<file path="config.mk">
export PLATFORM = sky130hd
export DESIGN_NAME = icv_core
export DESIGN_NICKNAME = d
export VERILOG_FILES = /design/src/hw/icv_pkg.sv /design/src/hw/icv_core.sv
export SDC_FILE = /design/constraint.sdc
export NUM_CORES = 1
export LEC_CHECK = 0
export ABC_AREA = 1
export BUFFER_PORTS_ARGS = -buffer_cell sky130_fd_sc_hd__buf_2
export CAP_MARGIN = 20
export CORE_ASPECT_RATIO = 0.75
export CORE_MARGIN = 2
export CORE_UTILIZATION = 25
export DETAILED_ROUTE_END_ITERATION = 6
export MAX_ROUTING_LAYER = met4
export PLACE_DENSITY = 0.52
export SLEW_MARGIN = 20
export SYNTH_ARGS = -nofsm -noshare
export SYNTH_HDL_FRONTEND = slang
export SYNTH_SLANG_ARGS = --single-unit
export TNS_END_PERCENT = 50
</file>
<file path="constraint.sdc">
create_clock -name clk_sys_in -period 2.9 [get_ports clk_sys_in]
set_input_delay 0 -clock clk_sys_in [delete_from_list [all_inputs] [get_ports clk_sys_in]]
set_output_delay 0 -clock clk_sys_in [all_outputs]
set_load 0.05 [all_outputs]
</file>
<file path="src/hw/icv_pkg.sv">
// Package: constants, types and carriers of the interrupt class and vector block
package icv_pkg;
   // Fixed vector table and slot numbers
   localparam logic [19:0] FIX_BASE      = 20'hFFDC;
   localparam logic [19:0] FIX_TOP       = 20'hFFFF;
   localparam logic [3:0]  SLOT_UND      = 4'h0;
   localparam logic [3:0]  SLOT_OVF      = 4'h1;
   localparam logic [3:0]  SLOT_BRK      = 4'h2;
   localparam logic [3:0]  SLOT_MATCH    = 4'h3;
   localparam logic [3:0]  SLOT_STEP     = 4'h4;
   localparam logic [3:0]  SLOT_SHARED   = 4'h5;
   localparam logic [3:0]  SLOT_ABRK     = 4'h6;
   localparam logic [1:0]  VEC_HI_BYTE   = 2'h3;
   localparam logic [7:0]  BRK_RELOC_MRK = 8'hFF;
   // Relocatable table and software interrupt number ranges
   localparam int          REL_SPAN      = 256;
   localparam int          INT_SHARED_LO = 4;
   localparam int          INT_SHARED_HI = 31;
   localparam logic [5:0]  INT_USTACK_HI = 6'h1F;
   localparam logic [5:0]  BRK_REL_NUM   = 6'h00;
   // Register byte offsets
   localparam logic [7:0]  OFS_MATCH_EN  = 8'h00;
   localparam logic [7:0]  OFS_MADR0     = 8'h04;
   localparam logic [7:0]  OFS_MADR1     = 8'h08;
   localparam logic [7:0]  OFS_TBASE     = 8'h0C;
   localparam logic [7:0]  OFS_LAST_TGT  = 8'h10;
   localparam logic [7:0]  OFS_LAST_SRC  = 8'h14;
   // Reset values
   localparam logic [1:0]  RST_MATCH_EN  = 2'h0;
   localparam logic [19:0] RST_ADDR      = 20'h00000;
   localparam logic        RST_U_FLAG    = 1'b0;

   typedef enum logic [1:0] {ST_IDLE, ST_FETCH, ST_ACK} icv_st_e;
   typedef enum logic [3:0] {SRC_NONE, SRC_UND, SRC_OVF, SRC_BRK, SRC_INT, SRC_MATCH,
                             SRC_STEP, SRC_SHARED, SRC_ABRK, SRC_PERIPH} icv_src_e;

   // Core events; decode inputs sampled at instruction boundaries, reti and U writes also between them
   typedef struct packed {
      logic        boundary;
      logic        undefined_opcode_instr;
      logic        into;
      logic        ovf_flag;
      logic        break_instr;
      logic        int_op;
      logic [5:0]  int_num;
      logic [19:0] next_pc;
      logic        i_flag;
      logic [2:0]  ipl;
      logic        reti;
      logic        stacked_u;
      logic        u_wr;
      logic        u_wdata;
   } icv_core_s;

   typedef struct packed {
      logic wdt;
      logic osc;
      logic vmon;
      logic step;
      logic abrk;
   } icv_spec_s;

   typedef struct packed {
      logic [31:0]      req;
      logic [31:0][2:0] lvl;
   } icv_periph_s;

   typedef struct packed {
      logic        valid;
      logic [19:0] target;
      icv_src_e    src;
      logic [5:0]  num;
      logic        push_u;
      logic        stacked_u;
   } icv_ack_s;
endpackage

</file>
<file path="src/hw/icv_core.sv">
// Interrupt classification and vector selection with AHB-Lite register slave
//
// Behaviour
// - Maskable requests need I flag, level priority
// - Non-maskable taken regardless of I flag
// - Instruction interrupts are non-maskable software
// - Undefined opcode vectors through first slot
// - Break instruction uses its fixed slot
// - Break high byte FFh uses relocatable entry
// - Software interrupt number 0-63 relocatable entry
// - Numbers 4-31 share peripheral entries
// - Numbers 0-31 push then clear U
// - Return restores U from stack copy
// - Numbers 32-63 leave U unchanged
// - Special interrupts are non-maskable
// - Watchdog, oscillation, voltage share one slot
// - Address match fires before matching instruction
// - Peripheral interrupts are maskable
// - Four-byte vectors; branch to vector address
// - Fixed table slots from FFDCh to FFFFh
// - Fixed vector high bytes feed ID check
// - Relocatable table 256 bytes from base
//
// Added by the designer: the AHB-Lite register port and the address map.
`timescale 1ns/1ps
module icv_core
   import icv_pkg::*;
(
   input  logic        clk_sys_in,
   input  logic        resetn_in,
   input  logic        hsel_in,
   input  logic [31:0] haddr_in,
   input  logic [1:0]  htrans_in,
   input  logic        hwrite_in,
   input  logic [2:0]  hsize_in,
   input  logic [31:0] hwdata_in,
   input  logic        hready_in,
   output logic [31:0] hrdata_out,
   output logic        hreadyout_out,
   output logic        hresp_out,
   input  icv_core_s   core_in,
   input  icv_spec_s   spec_in,
   input  icv_periph_s periph_in,
   input  logic [31:0] mem_rdata_in,
   input  logic        mem_ack_in,
   input  logic [3:0]  id_slot_in,
   output logic        busy_out,
   output icv_ack_s    ack_out,
   output logic        u_flag_out,
   output logic        mem_req_out,
   output logic [19:0] mem_addr_out,
   output logic [19:0] id_addr_out
);

   typedef struct packed {
      icv_st_e     fsm;
      icv_src_e    src;
      logic [5:0]  num;
      logic        reloc_try;
      logic        push_u;
      logic        stacked_u;
      logic        mem_req;
      logic [19:0] mem_addr;
      icv_ack_s    ack;
      logic        u_flag;
      logic [1:0]  match_en;
      logic [19:0] madr0;
      logic [19:0] madr1;
      logic [19:0] tbase;
      logic [19:0] last_tgt;
      icv_src_e    last_src;
      logic [5:0]  last_num;
      logic        wr_pend;
      logic [7:0]  wr_addr;
      logic [31:0] rdata;
      logic [19:0] id_addr;
   } icv_state_s;

   icv_state_s  st_r;
   icv_state_s  st_nxt;
   logic        dec_take;
   icv_src_e    dec_src;
   logic [19:0] dec_vec;
   logic [5:0]  dec_num;
   logic [6:0]  pf;
   logic        ahb_go;

   function automatic logic [19:0] fix_vec(input logic [3:0] slot);
      return FIX_BASE + {14'h0, slot, 2'b00};
   endfunction

   // Relocatable entry address relative to base
   function automatic logic [19:0] rel_vec(input logic [19:0] base, input logic [5:0] num);
      return base + {12'h0, num, 2'b00};
   endfunction

   // Highest level above IPL, lowest number on a tie
   function automatic logic [6:0] find_periph(input icv_periph_s p, input logic [2:0] ipl);
      logic [6:0] r;
      logic [2:0] best;
      r    = '0;
      best = ipl;
      for (int i = INT_SHARED_LO; i <= INT_SHARED_HI; i++) begin
         if (p.req[i] && (p.lvl[i] > best)) begin
            r    = {1'b1, 6'(i)};
            best = p.lvl[i];
         end
      end
      return r;
   endfunction

   // Register read mux
   function automatic logic [31:0] rd_mux(input icv_state_s s, input logic [7:0] a);
      logic [31:0] d;
      d = '0;
      unique case (a)
         OFS_MATCH_EN: d = {30'h0, s.match_en};
         OFS_MADR0:    d = {12'h0, s.madr0};
         OFS_MADR1:    d = {12'h0, s.madr1};
         OFS_TBASE:    d = {12'h0, s.tbase};
         OFS_LAST_TGT: d = {12'h0, s.last_tgt};
         OFS_LAST_SRC: d = {18'h0, s.last_num, 4'(s.last_src)};
         default:      d = '0;
      endcase
      return d;
   endfunction

   assign ahb_go = hsel_in && htrans_in[1] && hready_in;

   // Source classification at an instruction boundary
   always_comb begin
      dec_take = 1'b0;
      dec_src  = SRC_NONE;
      dec_vec  = '0;
      dec_num  = '0;
      pf       = find_periph(periph_in, core_in.ipl);
      if (st_r.fsm == ST_IDLE && core_in.boundary) begin
         dec_take = 1'b1;
         if (core_in.undefined_opcode_instr) begin
            dec_src = SRC_UND;
            dec_vec = fix_vec(SLOT_UND);
         end else if (core_in.into && core_in.ovf_flag) begin
            dec_src = SRC_OVF;
            dec_vec = fix_vec(SLOT_OVF);
         end else if (core_in.break_instr) begin
            dec_src = SRC_BRK;
            dec_vec = fix_vec(SLOT_BRK);
         end else if (core_in.int_op) begin
            dec_src = SRC_INT;
            dec_num = core_in.int_num;
            dec_vec = rel_vec(st_r.tbase, core_in.int_num);
         end else if ((st_r.match_en[0] && core_in.next_pc == st_r.madr0) ||
                      (st_r.match_en[1] && core_in.next_pc == st_r.madr1)) begin
            dec_src = SRC_MATCH;
            dec_vec = fix_vec(SLOT_MATCH);
         end else if (spec_in.wdt || spec_in.osc || spec_in.vmon) begin
            dec_src = SRC_SHARED;
            dec_vec = fix_vec(SLOT_SHARED);
         end else if (spec_in.step) begin
            dec_src = SRC_STEP;
            dec_vec = fix_vec(SLOT_STEP);
         end else if (spec_in.abrk) begin
            dec_src = SRC_ABRK;
            dec_vec = fix_vec(SLOT_ABRK);
         end else if (core_in.i_flag && pf[6]) begin
            dec_src = SRC_PERIPH;
            dec_num = pf[5:0];
            dec_vec = rel_vec(st_r.tbase, pf[5:0]);
         end else begin
            dec_take = 1'b0;
         end
      end
   end

   // Next-state: sequencer, U flag and register slave
   always_comb begin
      st_nxt           = st_r;
      st_nxt.ack.valid = 1'b0;
      unique case (st_r.fsm)
         ST_IDLE: begin
            if (dec_take) begin
               st_nxt.fsm       = ST_FETCH;
               st_nxt.src       = dec_src;
               st_nxt.num       = dec_num;
               st_nxt.mem_addr  = dec_vec;
               st_nxt.mem_req   = 1'b1;
               st_nxt.reloc_try = (dec_src == SRC_BRK);
               st_nxt.push_u    = 1'b0;
               st_nxt.stacked_u = st_r.u_flag;
               if (dec_src == SRC_INT && dec_num <= INT_USTACK_HI) begin
                  st_nxt.push_u = 1'b1;
                  st_nxt.u_flag = 1'b0;
               end
            end
         end
         ST_FETCH: begin
            if (mem_ack_in) begin
               if (st_r.reloc_try && mem_rdata_in[31:24] == BRK_RELOC_MRK) begin
                  st_nxt.reloc_try = 1'b0;
                  st_nxt.mem_addr  = rel_vec(st_r.tbase, BRK_REL_NUM);
               end else begin
                  st_nxt.fsm           = ST_ACK;
                  st_nxt.mem_req       = 1'b0;
                  st_nxt.ack.valid     = 1'b1;
                  st_nxt.ack.target    = mem_rdata_in[19:0];
                  st_nxt.ack.src       = st_r.src;
                  st_nxt.ack.num       = st_r.num;
                  st_nxt.ack.push_u    = st_r.push_u;
                  st_nxt.ack.stacked_u = st_r.stacked_u;
                  st_nxt.last_tgt      = mem_rdata_in[19:0];
                  st_nxt.last_src      = st_r.src;
                  st_nxt.last_num      = st_r.num;
               end
            end
         end
         ST_ACK: begin
            st_nxt.fsm = ST_IDLE;
         end
      endcase
      if (core_in.reti) begin
         st_nxt.u_flag = core_in.stacked_u;
      end else if (core_in.u_wr && st_r.fsm == ST_IDLE && !dec_take) begin
         st_nxt.u_flag = core_in.u_wdata;
      end
      // Data phase of a write
      if (st_r.wr_pend) begin
         unique case (st_r.wr_addr)
            OFS_MATCH_EN: st_nxt.match_en = hwdata_in[1:0];
            OFS_MADR0:    st_nxt.madr0    = hwdata_in[19:0];
            OFS_MADR1:    st_nxt.madr1    = hwdata_in[19:0];
            OFS_TBASE:    st_nxt.tbase    = hwdata_in[19:0];
            default:      st_nxt.wr_pend  = 1'b0;
         endcase
      end
      // Address phase; read sees a write just done
      st_nxt.wr_pend = ahb_go && hwrite_in;
      st_nxt.wr_addr = haddr_in[7:0];
      if (ahb_go && !hwrite_in) begin
         st_nxt.rdata = (haddr_in[31:8] == 24'h0) ? rd_mux(st_nxt, haddr_in[7:0]) : 32'h0;
      end
      // high byte of chosen fixed slot
      st_nxt.id_addr = fix_vec(id_slot_in) + {18'h0, VEC_HI_BYTE};
   end

   // State register
   always_ff @(posedge clk_sys_in or negedge resetn_in) begin
      if (!resetn_in) begin
         st_r          <= '0;
         st_r.fsm      <= ST_IDLE;
         st_r.src      <= SRC_NONE;
         st_r.last_src <= SRC_NONE;
         st_r.u_flag   <= RST_U_FLAG;
         st_r.match_en <= RST_MATCH_EN;
         st_r.madr0    <= RST_ADDR;
         st_r.madr1    <= RST_ADDR;
         st_r.tbase    <= RST_ADDR;
      end else begin
         st_r <= st_nxt;
      end
   end

   // Outputs
   assign hrdata_out    = st_r.rdata;
   assign hreadyout_out = 1'b1;
   assign hresp_out     = 1'b0;
   assign busy_out      = (st_r.fsm != ST_IDLE);
   assign ack_out       = st_r.ack;
   assign u_flag_out    = st_r.u_flag;
   assign mem_req_out   = st_r.mem_req;
   assign mem_addr_out  = st_r.mem_addr;
   assign id_addr_out   = st_r.id_addr;
endmodule // icv_core

</file>
==> reports/summary.md <==
The met1 layer usage reported by global route was 0.2509; the layout-stage area growth over the synthesis result was 45.16%. The tools report the wire length of the first global-routing pass as 82770 um. The synthesized design contains 0 enable-type register cells. In this run the static leakage power is 10.99 nW.

During synthesis, Yosys emitted a total of 0 warnings. The vertical die dimension was 212.1 um; the maximum level of the CTS H-tree was 4. The post-route clock period utilization is 10.47, and the share of power burned in the clock network is 0.158. After global routing, the most crowded layer is met2. Based on the critical path, the design can be clocked at up to 0.03294 GHz. The total count of hold-check failures in the final report was 0. The placer congestion estimate is 0.9294, and the clock buffer count from CTS is 17. The number of remaining DRC errors was 0; the post-synthesis register bit count was 200. The share of post-route cells with drive strength above 1 was 0.3970; the post-layout instance count excluding filler cells was 3365. The run gives 0.1845 as the total global-route track usage.

The tools report the global-route met2 utilization as 0.2772. Synthesis produced 1962 cells. Summing over every cut layer, the via total after detailed routing is 15088. Cell chosen for the clock root: clkbuf_16. The count of nets left with antenna violations once routing finished came out at 0.

The via count of the first global-routing pass was 14666. For flop-to-flop paths, the worst setup slack is -0.31 ns. Critical setup path kind: input pin to flop. The tools report the initial core utilization as 0.2521.

The tools report the final clock skew as 0.006505 ns. The most numerous cell type found on the critical path is nand2_2. Entering global routing, the biggest net connects 90 pins. The run gives 13 as the initial antenna violation count. For this run, the post-layout net count is 2896. Leaving out fill and tap cells, the most frequent cell in the layout is nand2_1. Setup slack after layout: -27.45 ns. After detailed routing, the average wire length per cell comes to 16.37 um. Setup repair after global routing could not meet its margin everywhere. The standard-cell row count was 76. The checks that failed: negative setup slack. The sequential element share of the synthesized area was 0.3468. The net switching power of the design came out at 7.030 mW. At the later pin of the worst-skew pair, clock insertion delay measures 0.45 ns. The longest clock path from root to sink contains 2 buffers. Distinct cell type count of the synthesized netlist: 57. Using the TritonRoute via totals, the vias-per-cell ratio works out to 4.484. Port buffering added 340 buffers.

The slowest stage of the critical path is the ha_4 cell. The share of async-settable or async-resettable flops after synthesis works out to 1.000. The class of the tightest hold or removal check was input pin to flop. The part of the total power dissipated in sequential elements is 0.229, and the total number of clock tree sinks is 200. Setup violations remaining at the end of the flow were counted as 37.

For the required time of the critical path, the log shows 3.24 ns. The library cells used most frequently in the layout, excluding fill and tap cells, are nand2_1 (509), buf_2 (336), buf_4 (283). The power per cell area is 756.7 mW/mm^2. TritonCTS built the clock tree.

On the final layout, the worst hold slack is 0.05166 ns. The run gives 0 as the final max-slew violation count. After legalization and detailed placement, the total HPWL measured 43600 um.

The combinational cell fraction of total power came out at 0.614. The average instance in the mapped netlist occupies 7.355 sq um. IR analysis of the VDD net gives a maximum drop of 353.6 uV.

Endpoint kind of the worst setup timing path: a flop. The run gives 982 as the number of design-rule violations left by the first detailed-router iteration. The met3 track demand over resource is 0.03484, and the data arrival time of the worst path is 30.70 ns. The number of buffers and inverters on the critical path is 9. The die span in x was 281.4 um. The first TritonRoute pass finished after 5 iterations. Clock-pin slew was measured on the worst setup and hold paths at 0.07 ns.

The run gives -990.02 ns as the final setup TNS. At the pin with the least slew margin, the transition time is 0.8246 ns. Worst stage delay on the critical path: 0.30 ns.

Cell-internal power: 8.822 mW. The final critical path time including I/O delays and setup is 30.35 ns, and the critical-path maximum fanout is 6. Broken down by cell family, the worst path's largest delay share belongs to simple AND/OR/NAND/NOR gates. The tools report the cell count after placement as 3150. The logs give 0 for the number of max-cap violations and 394 for the top-level I/O count.

In this run the cell area of the synthesized design comes to 0.01443 sq mm. The net switching fraction of the power is 0.4435. The run gives 0 as the total grt overflow.

For the worst relative slew slack, the log shows 0.4496. The tools report the kind of start point of the critical path as an input pin. The core region is 0.05724 sq mm. The flow ran to the end, but the final reports show violations. Summed over all layers, the routed wires come to 55090 um.

The most common flop cell mapped by yosys was dfrtp_1. The startpoint identified for the worst hold timing path is core_in[31]. The critical path starts at core_in[6].

In this run the critical register-to-register path is launched from st_r[95]. The floorplan step defined a die boundary enclosing 0.05968 sq mm.
## routing by layer
layer | vias to the layer above | part of all wire
met3 | 63 | 0.056
met2 | 361 | 0.46
met5 | - | 0
li1 | 7456 | -
met4 | 0 | 0.025
met1 | 7208 | 0.46
## what timing repair did
item                                    4_1_cts  5_1_grt
pin swaps                                    79      101
cloned                                        0        0
gates resized for setup                      74      136
buffers inserted                             80       35
endpoints found under the setup margin       37       42
hold endpoints to repair                    208        0
hold buffers                                 63        0
## final timing paths
path / end / cells past startpoint
worst min-delay path: st_r[214] / 4
min in group asynchronous: id_addr_out[16] / 2
worst min register to register: mem_addr_out[10] / 2
max in group asynchronous: st_r[92] / 3
worst max register to register: mem_addr_out[16] / 22
worst max-delay path: mem_addr_out[17] / 219
## through the flow
| stage | utilization | area (sq um) | setup slack, ns | power [mW] |
|---|---|---|---|---|
| final | 0.3660 | 20950 | -27.45 | 15.85 |
| after global routing | 0.3660 | 20950 | -29.06 | 16.99 |
| after CTS | 0.3516 | 20130 | -27.05 | 14.99 |
| after detailed placement | 0.3155 | 18060 | -28.20 | 11.65 |
| after global placement | 0.3155 | 18060 | -27.12 | 11.48 |
| after floorplan | - | 14780 | -26.34 | 9.501 |
## synth_stat cells, types with 4 or more instances
cell type / count / area share
nand3_2: 30 / 0.021
nor3_1: 17 / 0.0059
nor4_1: 12 / 0.0052
o22ai_1: 12 / 0.0052
nand3_4: 18 / 0.022
o211ai_1: 4 / 0.0021
o21ai_0: 70 / 0.024
buf_2: 4 / 0.0014
a211oi_1: 6 / 0.0031
a21oi_1: 91 / 0.032
o21ai_1: 20 / 0.0069
nand4_1: 31 / 0.013
dfrtp_1: 200 / 0.35
nand3_1: 82 / 0.028
nor2_1: 134 / 0.035
clkbuf_1: 35 / 0.0091
ha_1: 50 / 0.043
o21a_1: 22 / 0.011
a221oi_1: 21 / 0.013
nand2_2: 48 / 0.021
nand2_1: 554 / 0.14
xor2_1: 29 / 0.018
a22oi_1: 5 / 0.0026
a22o_1: 14 / 0.0085
or2_2: 57 / 0.025
inv_1: 222 / 0.058
buf_4: 107 / 0.056
a21boi_0: 19 / 0.0099
## registers in the layout, indices dropped and copies added (netlist names)
name / cells
ack_out: 33
hrdata_out: 20
id_addr_out: 9
mem_addr_out: 20
mem_req_out: 1
st_r: 116
u_flag_out: 1
## worst reg2reg max path: stages, from the launching register on
cell and delay, ns:
dfrtp_1 0.40, ha_1 0.32, buf_4 0.12, a21oi_1 0.06
o21ai_0 0.23, a21oi_1 0.10, o21ai_0 0.17, inv_1 0.07
nor2_1 0.08, inv_1 0.05, nor2_1 0.21, inv_1 0.13
nor2_1 0.13, inv_1 0.07, nor2_1 0.16, inv_1 0.08
nor3_1 0.14, nor3_1 0.06, a211oi_1 0.22, nand2_1 0.07
o21ai_1 0.12, nand2_1 0.08, nand2_1 0.07
## logic make-up after synthesis
kind of cell | after synthesis | share of synthesized area
simple gates | 997 | 0.3296
buf+inv | 378 | 0.1282
compound gates | 298 | 0.1269
flops | 200 | 0.3468
fa+ha+maj | 52 | 0.04612
xor+xnor | 32 | 0.01942
mux | 3 | 0.002341
other cells | 2 | 0.0005204
## cell type report
cell class                 instances  area [sq um]
multi-input combinational       1400          8615
fill                            5990         36300
inverter                         227         872.1
timing repair buffer             714          4856
sequential                       200          5005
tap                              780         975.9
clock inverter                    11         136.4
antenna                           13         32.53
clock buffer                      20         456.7
## power by group through the flow
stage	Sequential [mW]	Clock (mW)	Combinational, mW
4_1_cts	3.63	2.56	8.81
3_5_place_dp	3.68	0	7.97
2_1_floorplan	3.64	0	5.86
6_report	3.62	2.50	9.73
3_3_place_gp	3.66	0	7.82
5_1_grt	3.69	2.68	10.6
Power figures use the tool's default switching activity.
